===== src/inc/ssop_defines.svh =====
// Summary of operation
// - a 64-byte packet buffer holds gesture or proximity results
// - format bit 4 at 0x45 picks which result data is buffered
// - one packet is pushed per output period, rate over averaging factor
// - proximity packets are 2 bytes (intensity) or 6 bytes (x, y, intensity)
// - gesture packets are always 4 bytes
// - a packet is stored only if it fits whole, otherwise dropped
// - stored byte count reads in bits 14:8 at 0x49
// - buffer interrupt when stored word count exceeds threshold at 0x1f
// - buffer interrupt drops by itself once reads lower the level
// - mask bits 7:0 at 0x48, a zero enables that source
// - bit 2 at 0x1c sets interrupt pin behaviour
// - mode nibble at 0x45 bits 3:0, 0xf means idle
// - reads of 0x60 pop buffer words and free their space
// - buffer access only while the fast clock is forced on at 0x32
// - writing bit 15 at 0x49 empties the buffer
// - result registers of a mode refresh together at output period end
// - 16-bit read-only results at 0x00 to 0x06
// - results saturate instead of wrapping
// - sample flags in 0x49 bits 1:0, cleared by writing zero
// - pulse count fields bits 13:8 at 0x21 and 0x23
// - averaging fields at 0x46 bits 6:4 and 2:0
// - sample rate fields at 0x40 bits 3:0 and 7:4
`ifndef SSOP_DEFINES_SVH
`define SSOP_DEFINES_SVH
`define SSOP_R_X1 8'h00
`define SSOP_R_X2 8'h01
`define SSOP_R_Y1 8'h02
`define SSOP_R_Y2 8'h03
`define SSOP_R_PI 8'h04
`define SSOP_R_PX 8'h05
`define SSOP_R_PY 8'h06
`define SSOP_R_IRQCFG 8'h1c
`define SSOP_R_THR 8'h1f
`define SSOP_R_GPULSE 8'h21
`define SSOP_R_PPULSE 8'h23
`define SSOP_R_FCLK 8'h32
`define SSOP_R_RATE 8'h40
`define SSOP_R_MODE 8'h45
`define SSOP_R_AVG 8'h46
`define SSOP_R_MASK 8'h48
`define SSOP_R_STAT 8'h49
`define SSOP_R_BUF 8'h60
`define SSOP_MODE_IDLE 4'hf
`define SSOP_MODE_GEST 4'h8
`define SSOP_MODE_PROX 4'h1
`define SSOP_FLUSH_BIT 15
`define SSOP_IRQPOL_BIT 2
`define SSOP_FCLK_A_BIT 3
`define SSOP_FCLK_B_BIT 11
`define SSOP_ST_GEST 0
`define SSOP_ST_PROX 1
`define SSOP_ST_BUF 7
`define SSOP_MODE_RST 16'h000f
`define SSOP_FCLK_RST 16'h0040
`define SSOP_MASK_RST 16'h00ff
`define SSOP_REG_RST 16'h0000
`define SSOP_BUF_WORDS 32
`define SSOP_CLK_PERIOD_NS 20
`define SSOP_SLOT_BASE_NS 20000
`define SSOP_SLOT_BASE_CYC (`SSOP_SLOT_BASE_NS / `SSOP_CLK_PERIOD_NS)
// bus address value is arbitrary
`define SSOP_I2C_ADDR 7'h2a
`endif


===== src/inc/ssop_pkg.sv =====
package ssop_pkg;
  typedef enum logic [2:0] {
    ST_IDLE = 3'b000,
    ST_ADDR = 3'b001,
    ST_REG = 3'b010,
    ST_WR = 3'b011,
    ST_RD = 3'b100,
    ST_ACK = 3'b101,
    ST_MACK = 3'b110
  } ssop_i2c_st_t;
  typedef struct packed {
    logic [15:0] x1;
    logic [15:0] x2;
    logic [15:0] y1;
    logic [15:0] y2;
    logic [15:0] i;
    logic [15:0] x;
    logic [15:0] y;
  } ssop_sample_t;
  typedef struct packed {
    logic en;
    logic [7:0] addr;
    logic [15:0] data;
  } ssop_wr_t;
endpackage


===== src/hdl/ssop_top.sv =====
`timescale 1ns/1ns
`default_nettype none
`include "ssop_defines.svh"
module ssop_fifo #(
  parameter int W = 16,
  parameter int D = 32
) (
  input wire logic clk,
  input wire logic srst,
  input wire logic flush,
  input wire logic in_valid,
  output logic in_ready,
  input wire logic [W-1:0] in_data,
  output logic out_valid,
  input wire logic out_ready,
  output logic [W-1:0] out_data,
  output logic [$clog2(D):0] count
);
  localparam int AW = $clog2(D);
  logic [W-1:0] mem [D];
  logic [AW-1:0] wp_q, rp_q;
  logic [AW:0] cnt_q;
  logic push, pop;
  assign in_ready = cnt_q != (AW+1)'(D);
  assign out_valid = cnt_q != '0;
  assign out_data = mem[rp_q];
  assign count = cnt_q;
  assign push = in_valid && in_ready;
  assign pop = out_valid && out_ready;
  always_ff @(posedge clk) begin
    if (push) begin
      mem[wp_q] <= in_data;
    end
  end
  always_ff @(posedge clk) begin
    if (srst || flush) begin
      wp_q <= '0;
      rp_q <= '0;
      cnt_q <= '0;
    end else begin
      if (push) begin
        wp_q <= wp_q + 1'b1;
      end
      if (pop) begin
        rp_q <= rp_q + 1'b1;
      end
      if (push && !pop) begin
        cnt_q <= cnt_q + 1'b1;
      end else if (pop && !push) begin
        cnt_q <= cnt_q - 1'b1;
      end
    end
  end
endmodule

module ssop_top import ssop_pkg::*; #(
  parameter int SLOT_BASE = `SSOP_SLOT_BASE_CYC,
  parameter logic [6:0] I2C_ADDR = `SSOP_I2C_ADDR
) (
  input wire logic clk,
  input wire logic srst,
  input wire logic scl_i,
  input wire logic sda_i,
  output logic sda_o,
  output logic sda_oe_n,
  output logic irq,
  output logic slot_req,
  input wire logic afe_valid,
  input wire ssop_sample_t afe_data,
  output logic [5:0] pulse_count
);
  logic [2:0] scl_q, sda_q;
  logic rise, fall, start, stop;
  ssop_i2c_st_t st_q, nxt_q;
  logic [2:0] bit_q;
  logic [7:0] sh_q, in_byte, ptr_q, hi_q, rd_sh_q, rd_lo_byte_q, nb;
  logic ack_on_q, wr_lo_q, rd_lo_q, ld_q, sda_oe_n_q, pop_q, flush_q, load_now;
  ssop_wr_t wr_q;
  logic [15:0] irqcfg_q, thr_q, gpulse_q, ppulse_q, fclk_q, rate_q, mode_q, avg_q, mask_q;
  logic [1:0] sflag_q;
  logic [7:0] stat;
  logic irq_q, slot_q;
  logic [5:0] pulse_q;
  ssop_sample_t res_q, acc_q, base, s_sum;
  logic [7:0] n_q;
  logic [2:0] avg_sel;
  logic [3:0] rate_sel;
  logic done, evt_q, act_g, act_p, buf_ok;
  logic [23:0] tcnt_q, period;
  logic [15:0] pkt_q [3];
  logic [1:0] len_q, idx_q, len_d;
  logic busy_q;
  logic [15:0] fifo_dout;
  logic fifo_ready, fifo_valid;
  logic [5:0] fifo_cnt, free;
  logic [15:0] rd_word;

  function automatic logic [15:0] sat_add(input logic [15:0] a, input logic [15:0] b);
    logic [16:0] s;
    s = {1'b0, a} + {1'b0, b};
    return s[16] ? 16'hffff : s[15:0];
  endfunction

  function automatic logic [7:0] ptr_next(input logic [7:0] p);
    return (p == `SSOP_R_BUF) ? p : p + 8'h01;
  endfunction

  // bus pin synchronisers
  always_ff @(posedge clk) begin
    if (srst) begin
      scl_q <= 3'h7;
      sda_q <= 3'h7;
    end else begin
      scl_q <= {scl_q[1:0], scl_i};
      sda_q <= {sda_q[1:0], sda_i};
    end
  end
  assign rise = scl_q[1] && !scl_q[2];
  assign fall = !scl_q[1] && scl_q[2];
  assign start = scl_q[1] && scl_q[2] && sda_q[2] && !sda_q[1];
  assign stop = scl_q[1] && scl_q[2] && !sda_q[2] && sda_q[1];
  assign in_byte = {sh_q[6:0], sda_q[1]};
  assign nb = rd_lo_q ? rd_lo_byte_q : rd_word[15:8];
  assign load_now = fall && ((st_q == ST_ACK && ack_on_q && nxt_q == ST_RD) ||
                             (st_q == ST_RD && ld_q));

  // bus protocol engine
  always_ff @(posedge clk) begin
    wr_q.en <= 1'b0;
    if (srst) begin
      st_q <= ST_IDLE;
      nxt_q <= ST_IDLE;
      bit_q <= 3'h0;
      sh_q <= 8'h00;
      ack_on_q <= 1'b0;
      ptr_q <= 8'h00;
      hi_q <= 8'h00;
      wr_lo_q <= 1'b0;
      ld_q <= 1'b0;
      rd_sh_q <= 8'h00;
      sda_oe_n_q <= 1'b1;
      wr_q <= '0;
    end else if (start) begin
      st_q <= ST_ADDR;
      bit_q <= 3'h0;
      ack_on_q <= 1'b0;
      wr_lo_q <= 1'b0;
      sda_oe_n_q <= 1'b1;
    end else if (stop) begin
      st_q <= ST_IDLE;
      sda_oe_n_q <= 1'b1;
    end else if (rise) begin
      case (st_q)
        ST_ADDR, ST_REG, ST_WR: begin
          sh_q <= in_byte;
          bit_q <= bit_q + 3'h1;
          if (bit_q == 3'h7) begin
            st_q <= ST_ACK;
            nxt_q <= ST_WR;
            if (st_q == ST_ADDR) begin
              if (in_byte[7:1] != I2C_ADDR) begin
                st_q <= ST_IDLE;
              end
              nxt_q <= in_byte[0] ? ST_RD : ST_REG;
            end else if (st_q == ST_REG) begin
              ptr_q <= in_byte;
            end else if (!wr_lo_q) begin
              hi_q <= in_byte;
              wr_lo_q <= 1'b1;
            end else begin
              wr_q <= '{en: 1'b1, addr: ptr_q, data: {hi_q, in_byte}};
              wr_lo_q <= 1'b0;
              ptr_q <= ptr_next(ptr_q);
            end
          end
        end
        ST_RD: begin
          bit_q <= bit_q + 3'h1;
          if (bit_q == 3'h7) begin
            st_q <= ST_MACK;
          end
        end
        ST_MACK: begin
          bit_q <= 3'h0;
          st_q <= sda_q[1] ? ST_IDLE : ST_RD;
          ld_q <= !sda_q[1];
        end
        default: begin
        end
      endcase
    end else if (fall) begin
      case (st_q)
        ST_ACK: begin
          ack_on_q <= !ack_on_q;
          sda_oe_n_q <= ack_on_q;
          if (ack_on_q) begin
            st_q <= nxt_q;
            bit_q <= 3'h0;
          end
        end
        ST_RD: begin
          ld_q <= 1'b0;
          sda_oe_n_q <= rd_sh_q[7];
          rd_sh_q <= {rd_sh_q[6:0], 1'b0};
        end
        ST_MACK: begin
          sda_oe_n_q <= 1'b1;
        end
        default: begin
        end
      endcase
      if (load_now) begin
        sda_oe_n_q <= nb[7];
        rd_sh_q <= {nb[6:0], 1'b0};
        if (rd_lo_q) begin
          ptr_q <= ptr_next(ptr_q);
        end
      end
    end
  end

  // read word assembly and buffer pops
  always_ff @(posedge clk) begin
    pop_q <= 1'b0;
    if (srst || start) begin
      rd_lo_q <= 1'b0;
      rd_lo_byte_q <= 8'h00;
    end else if (load_now) begin
      rd_lo_q <= !rd_lo_q;
      if (!rd_lo_q) begin
        rd_lo_byte_q <= rd_word[7:0];
        pop_q <= (ptr_q == `SSOP_R_BUF) && buf_ok;
      end
    end
  end

  assign buf_ok = fclk_q[`SSOP_FCLK_A_BIT] && fclk_q[`SSOP_FCLK_B_BIT];
  assign stat = {fifo_cnt > {2'b00, thr_q[11:8]}, 5'h00, sflag_q};

  always_comb begin
    rd_word = 16'h0000;
    if (ptr_q == `SSOP_R_X1) begin
      rd_word = res_q.x1;
    end else if (ptr_q == `SSOP_R_X2) begin
      rd_word = res_q.x2;
    end else if (ptr_q == `SSOP_R_Y1) begin
      rd_word = res_q.y1;
    end else if (ptr_q == `SSOP_R_Y2) begin
      rd_word = res_q.y2;
    end else if (ptr_q == `SSOP_R_PI) begin
      rd_word = res_q.i;
    end else if (ptr_q == `SSOP_R_PX) begin
      rd_word = res_q.x;
    end else if (ptr_q == `SSOP_R_PY) begin
      rd_word = res_q.y;
    end else if (ptr_q == `SSOP_R_IRQCFG) begin
      rd_word = irqcfg_q;
    end else if (ptr_q == `SSOP_R_THR) begin
      rd_word = thr_q;
    end else if (ptr_q == `SSOP_R_GPULSE) begin
      rd_word = gpulse_q;
    end else if (ptr_q == `SSOP_R_PPULSE) begin
      rd_word = ppulse_q;
    end else if (ptr_q == `SSOP_R_FCLK) begin
      rd_word = fclk_q;
    end else if (ptr_q == `SSOP_R_RATE) begin
      rd_word = rate_q;
    end else if (ptr_q == `SSOP_R_MODE) begin
      rd_word = mode_q;
    end else if (ptr_q == `SSOP_R_AVG) begin
      rd_word = avg_q;
    end else if (ptr_q == `SSOP_R_MASK) begin
      rd_word = mask_q;
    end else if (ptr_q == `SSOP_R_STAT) begin
      rd_word = {1'b0, fifo_cnt, 1'b0, stat};
    end else if (ptr_q == `SSOP_R_BUF) begin
      rd_word = (buf_ok && fifo_valid) ? fifo_dout : 16'h0000;
    end
  end

  // configuration registers
  always_ff @(posedge clk) begin
    if (srst) begin
      irqcfg_q <= `SSOP_REG_RST;
      thr_q <= `SSOP_REG_RST;
      gpulse_q <= `SSOP_REG_RST;
      ppulse_q <= `SSOP_REG_RST;
      fclk_q <= `SSOP_FCLK_RST;
      rate_q <= `SSOP_REG_RST;
      mode_q <= `SSOP_MODE_RST;
      avg_q <= `SSOP_REG_RST;
      mask_q <= `SSOP_MASK_RST;
    end else if (wr_q.en) begin
      if (wr_q.addr == `SSOP_R_IRQCFG) begin
        irqcfg_q <= wr_q.data;
      end else if (wr_q.addr == `SSOP_R_THR) begin
        thr_q <= wr_q.data;
      end else if (wr_q.addr == `SSOP_R_GPULSE) begin
        gpulse_q <= wr_q.data;
      end else if (wr_q.addr == `SSOP_R_PPULSE) begin
        ppulse_q <= wr_q.data;
      end else if (wr_q.addr == `SSOP_R_FCLK) begin
        fclk_q <= wr_q.data;
      end else if (wr_q.addr == `SSOP_R_RATE) begin
        rate_q <= wr_q.data;
      end else if (wr_q.addr == `SSOP_R_MODE) begin
        mode_q <= wr_q.data;
      end else if (wr_q.addr == `SSOP_R_AVG) begin
        avg_q <= wr_q.data;
      end else if (wr_q.addr == `SSOP_R_MASK) begin
        mask_q <= wr_q.data;
      end
    end
  end

  // sample flags, flush and interrupt pin
  always_ff @(posedge clk) begin
    if (srst) begin
      sflag_q <= 2'b00;
      flush_q <= 1'b0;
      irq_q <= 1'b1;
    end else begin
      flush_q <= wr_q.en && wr_q.addr == `SSOP_R_STAT &&
                 wr_q.data[`SSOP_FLUSH_BIT] && buf_ok;
      if (wr_q.en && wr_q.addr == `SSOP_R_STAT) begin
        sflag_q <= (sflag_q & wr_q.data[1:0]) | {evt_q && act_p, evt_q && act_g};
      end else begin
        sflag_q <= sflag_q | {evt_q && act_p, evt_q && act_g};
      end
      irq_q <= !((|(stat & ~mask_q[7:0])) ^ irqcfg_q[`SSOP_IRQPOL_BIT]);
    end
  end

  assign act_g = mode_q[3:0] == `SSOP_MODE_GEST;
  assign act_p = mode_q[3:0] == `SSOP_MODE_PROX;
  assign rate_sel = act_p ? rate_q[7:4] : rate_q[3:0];
  assign period = 24'(SLOT_BASE * (16 - int'(rate_sel)));

  // slot timer and pulse setup to the front end
  always_ff @(posedge clk) begin
    if (srst || !(act_g || act_p)) begin
      tcnt_q <= 24'h000000;
      slot_q <= 1'b0;
    end else if (tcnt_q >= period - 24'h000001) begin
      tcnt_q <= 24'h000000;
      slot_q <= 1'b1;
    end else begin
      tcnt_q <= tcnt_q + 24'h000001;
      slot_q <= 1'b0;
    end
  end
  always_ff @(posedge clk) begin
    if (srst) begin
      pulse_q <= 6'h00;
    end else begin
      pulse_q <= act_p ? ppulse_q[13:8] : gpulse_q[13:8];
    end
  end

  assign avg_sel = act_p ? avg_q[2:0] : avg_q[6:4];
  assign done = n_q == 8'(8'h01 << avg_sel) - 8'h01;
  assign base = (n_q == 8'h00) ? '0 : acc_q;
  always_comb begin
    s_sum.x1 = sat_add(base.x1, afe_data.x1);
    s_sum.x2 = sat_add(base.x2, afe_data.x2);
    s_sum.y1 = sat_add(base.y1, afe_data.y1);
    s_sum.y2 = sat_add(base.y2, afe_data.y2);
    s_sum.i = sat_add(base.i, afe_data.i);
    s_sum.x = sat_add(base.x, afe_data.x);
    s_sum.y = sat_add(base.y, afe_data.y);
  end

  // averaging and result registers
  always_ff @(posedge clk) begin
    evt_q <= 1'b0;
    if (srst) begin
      n_q <= 8'h00;
      acc_q <= '0;
      res_q <= '0;
    end else if (!(act_g || act_p)) begin
      n_q <= 8'h00;
    end else if (afe_valid) begin
      acc_q <= s_sum;
      n_q <= done ? 8'h00 : n_q + 8'h01;
      if (done) begin
        evt_q <= 1'b1;
        if (act_g) begin
          res_q.x1 <= s_sum.x1;
          res_q.x2 <= s_sum.x2;
          res_q.y1 <= s_sum.y1;
          res_q.y2 <= s_sum.y2;
        end else begin
          res_q.i <= s_sum.i;
          res_q.x <= s_sum.x;
          res_q.y <= s_sum.y;
        end
      end
    end
  end

  // packet writer
  assign free = 6'(`SSOP_BUF_WORDS) - fifo_cnt;
  assign len_d = act_g ? 2'd2 : (mode_q[4] ? 2'd3 : 2'd1);
  always_ff @(posedge clk) begin
    if (srst || flush_q) begin
      busy_q <= 1'b0;
      idx_q <= 2'd0;
      len_q <= 2'd0;
      pkt_q <= '{default: 16'h0000};
    end else if (!busy_q) begin
      if (evt_q && free >= {4'h0, len_d}) begin
        busy_q <= 1'b1;
        idx_q <= 2'd0;
        len_q <= len_d;
        if (act_g) begin
          pkt_q[0] <= mode_q[4] ? res_q.y1 : res_q.x1;
          pkt_q[1] <= mode_q[4] ? res_q.y2 : res_q.x2;
          pkt_q[2] <= 16'h0000;
        end else if (mode_q[4]) begin
          pkt_q[0] <= res_q.x;
          pkt_q[1] <= res_q.y;
          pkt_q[2] <= res_q.i;
        end else begin
          pkt_q[0] <= res_q.i;
          pkt_q[1] <= 16'h0000;
          pkt_q[2] <= 16'h0000;
        end
      end
    end else if (fifo_ready) begin
      idx_q <= idx_q + 2'd1;
      busy_q <= idx_q != len_q - 2'd1;
    end
  end

  ssop_fifo #(.W(16), .D(`SSOP_BUF_WORDS)) u_fifo (
    .clk(clk),
    .srst(srst),
    .flush(flush_q),
    .in_valid(busy_q),
    .in_ready(fifo_ready),
    .in_data(pkt_q[idx_q]),
    .out_valid(fifo_valid),
    .out_ready(pop_q),
    .out_data(fifo_dout),
    .count(fifo_cnt)
  );

  assign sda_o = 1'b0;
  assign sda_oe_n = sda_oe_n_q;
  assign irq = irq_q;
  assign slot_req = slot_q;
  assign pulse_count = pulse_q;
endmodule
`default_nettype wire


===== config.mk =====
export PLATFORM = sky130hd
export DESIGN_NAME = ssop_top
export DESIGN_NICKNAME = d
export VERILOG_FILES = /design/src/inc/ssop_pkg.sv /design/src/hdl/ssop_top.sv
export VERILOG_INCLUDE_DIRS = /design/src /design/src/inc
export SDC_FILE = /design/constraint.sdc
export NUM_CORES = 2
export LEC_CHECK = 0
export BUFFER_PORTS_ARGS = -buffer_cell sky130_fd_sc_hd__buf_2
export CAP_MARGIN = 20
export CORE_AREA = 2 2 592 359
export CTS_BUF_LIST = sky130_fd_sc_hd__clkbuf_4 sky130_fd_sc_hd__clkbuf_8
export DETAILED_ROUTE_END_ITERATION = 8
export DIE_AREA = 0 0 594 361
export SETUP_SLACK_MARGIN = 0.4
export SLEW_MARGIN = 25
export SYNTH_ARGS = -nofsm -noshare
export SYNTH_HDL_FRONTEND = slang
export SYNTH_SLANG_ARGS = --single-unit

===== constraint.sdc =====
create_clock -name clk -period 7.2 [get_ports clk]
set_input_delay 1.08 -clock clk [delete_from_list [all_inputs] [get_ports clk]]
set_output_delay 1.08 -clock clk [all_outputs]
set_load 0.03 [all_outputs]

==> results_dict.tcl <==
set metrics [dict create \
    run_status "finished, violations left" \
    violations "antenna rules" \
    cts.reportedPaths.clkPinSlew_ps 80 \
    holdPathStages 1 \
    slew_headroom 0.228 \
    ys_seq_elements 1082 \
    syn2layout_area_growth_pct 14.4 \
    worstSetupStartpointType "flop" \
    slowest_delay_ps 550 \
    cts-root-buf "clkbuf_8" \
    drt_pass1_iterations 7 \
    drt_iter0_markers 4758 \
    final-max-slew-violation-count 0 \
    via_per_inst 5.05 \
    hold-path-endpoint "sda_q[1]" \
    busiest_layer "met1" \
    wirelength_mm 167 \
    met1_usage 0.237 \
    path_common_cell "ha_1" \
    wl_per_cell_um 21.2 \
    grtUsageMet2 0.192 \
    drtAntennaViolNets 1 \
    fmax_mhz 154 \
    seq_area_frac_synth 0.516 \
    rsz0062_at_grt "false" \
    finalHoldViolations 0 \
    core_region_area_um2 208000 \
    cts_tree "yes" \
    reg2reg_slack_ps 720 \
    grt_max_degree 207 \
    routed-via-count 39764 \
    power_density_nw_per_um2 200 \
    place.gp.congestion 0.956 \
    die_y_um 361 \
    portBuffers 125 \
    clkSinkCount 1082 \
    setup_violations 0 \
    ys_async_sr_fraction 0 \
    syn_area_um2 52000 \
    critPathMaxFanout 12 \
    clk_latency_ps 890 \
    hold_class "reg2reg" \
    cts_hold_buf 0 \
    reg2reg_depth 28 \
    timing_worst_setup_path_type "reg2reg" \
    antenna_found_initial 7 \
    cap_viol_max_count 0 \
    slowest_stage "or4b_4" \
    dieArea_um2 214000 \
    pin_count 127 \
    dp_hpwl_mm 117 \
    holdWs_ps 413 \
    syn_area_per_cell_um2 10.7 \
    grt_usage 0.150 \
    use_met3 0.0487 \
    synthCells 4871 \
    placement_rows 130 \
    r2r_start "mode_q[1]" \
    tightest_slew_ps 1160 \
    endpoint_kind "flop" \
    grt_pass1_vias 37183 \
    tns_ps 0 \
    yosys_warnings 0 \
    cp.required_ps 7910 \
    grt_pass1_wl_mm 246 \
    crit_arrival_ps 7190 \
    die_w_um 594 \
    finalCritPeriodShare 0.900 \
    htreeDepth 4 \
    fin_nets 5309 \
    clk_path_buf_depth 4 \
    min_from "sda_q[0]" \
    min_period_ps 6480 \
    drive_gt1_frac 0.150 \
    gr-total-overflow 0 \
    peakVddDrop_mv 0.119 \
    start_util 0.249 \
    r2r_end "tcnt_q[4]" \
    cts_buffers 164 \
    skew_ps 89.3 \
    total_power_mw 11.9 \
    route.detailed.drc 0 \
    synth_flop_cell "dfxtp_1" \
    synth.distinct_cells 87 \
    synth_edf_count 512 \
    leakagePower_nw 20.7 \
]
-- layout make-up --
type                    count  area, um2
fillers                 21440     149000
clock buffers             235       2930
multi-input cells        3392      23900
diodes                      5       12.5
flip-flops and latches   1082      26800
well taps                2772       3470
inverters                  99        372
repair buffers            251       1690
clock inverters            40        288
-- state kept, by name, summed over array words and instances, names as in the netlist, 24 cells and up, named ones only --
name / flops
res_q: 112
pkt_q: 48
u_fifo.mem: 512
wr_q: 25
acc_q: 112
tcnt_q: 24
-- cell families (layout without fill, tap and decap cells) --
logic type / Yosys count / in the layout / share of synthesized area
AO/OA/AOI/OAI: 960 / 960 / 0.125
XOR/XNOR: 133 / 133 / 0.0224
adder cells (fa/ha/maj): 202 / 202 / 0.0507
buffers and inverters: 404 / 625 / 0.0308
flip-flops: 1082 / 1082 / 0.516
multiplexers: 336 / 336 / 0.0999
other: 2 / 14 / 0.000145
AND/OR/NAND/NOR: 1752 / 1752 / 0.155
-- critical path, delay by kind of cell, from the launching register on --
| kind | cells | cell delay (ps) |
|---|---|---|
| buffers and inverters | 3 | 510 |
| XOR/XNOR | 4 | 570 |
| AND/OR/NAND/NOR | 9 | 1790 |
| flip-flops | 1 | 360 |
| AO/OA/AOI/OAI | 5 | 800 |
| adder cells (fa/ha/maj) | 7 | 2350 |
-- worst max-delay path by stage --
stage / startpoint / to / slack [ps] / cells past startpoint
after floorplan: mode_q[1] / tcnt_q[15] / 390 / 27
after global placement: mode_q[1] / tcnt_q[3] / 50 / 26
after detailed placement: mode_q[1] / tcnt_q[14] / 30 / 26
after CTS: mode_q[1] / tcnt_q[8] / 450 / 29
after global routing: mode_q[3] / tcnt_q[9] / 380 / 30
final: mode_q[1] / tcnt_q[4] / 720 / 28
-- timing repair --
item	CTS	global route
setup endpoints to repair	25	25
cloned	1	0
pin swaps	3	3
buffers inserted	2	6
gates resized for setup	6	16
-- where the power goes --
part | total (mW) | internal, mW | switching [mW] | leakage, nW
sequential | 6.38 | 6.38 | 0.00279 | 9.22
combinational | 0.262 | 0.0879 | 0.174 | 9.74
clock | 5.23 | 2.72 | 2.51 | 1.71
-- placed cells by master (no fill, tap or decap), drive strengths merged, types with 145 or more instances in the layout --
| master | n |
|---|---|
| a211oi | 191 |
| a21oi | 241 |
| buf | 251 |
| clkbuf | 235 |
| dfxtp | 570 |
| edfxtp | 512 |
| ha | 188 |
| mux2i | 184 |
| mux4 | 145 |
| nand2 | 405 |
| nor2 | 717 |
| nor3 | 154 |
-- cells in the mapped netlist (10+ instances only) --
cell	count	area, um2
or3_1	28	175
a22oi_1	47	353
a211oi_1	178	1340
mux2i_1	184	1840
a211oi_2	13	163
a311oi_1	26	228
a221oi_1	32	280
nor3b_1	16	120
nor4_1	17	106
a31oi_1	18	113
and2_1	120	751
o211ai_1	25	188
o21bai_1	13	97.6
nand3_1	74	370
o22ai_1	61	382
a21o_1	34	255
o21ai_0	121	606
nor4b_1	12	105
edfxtp_1	512	15400
buf_1	36	135
dfxtp_1	570	11400
inv_1	96	360
nor2b_1	38	238
ha_1	188	2350
o22a_1	10	87.6
xor2_1	51	447
nor3_1	154	771
nand4_1	35	219
buf_2	32	160
and3_1	23	144
or2_2	18	113
nand2_1	405	1520
o21a_1	33	248
o2111ai_1	12	105
mux4_2	145	3270
o221ai_1	11	96.3
a21oi_1	241	1210
nand3b_1	16	120
a211o_1	15	131
clkbuf_1	229	860
xnor2_1	82	718
nor2_1	713	2680
fa_1	14	280
nand2b_1	45	282
-- metrics by stage --
step | utilization | worst slack [ps] | instances | area, um2
global placement | 0.269 | 50.3 | 7585 | 56000
CTS | 0.284 | 447 | 7864 | 59300
global route | 0.285 | 379 | 7871 | 59400
detailed placement | 0.269 | 32.5 | 7586 | 56000
finish | 0.285 | 721 | 7876 | 59400
floorplan | - | 391 | 4878 | 52000
-- layer usage --
layer / up-vias / part of all wire
met2: 1846 / 0.38
met1: 19570 / 0.49
li1: 18138 / -
met4: 0 / 0.015
met5: - / 0
met3: 210 / 0.12
Note: power is estimated with default switching activity, not from simulation.
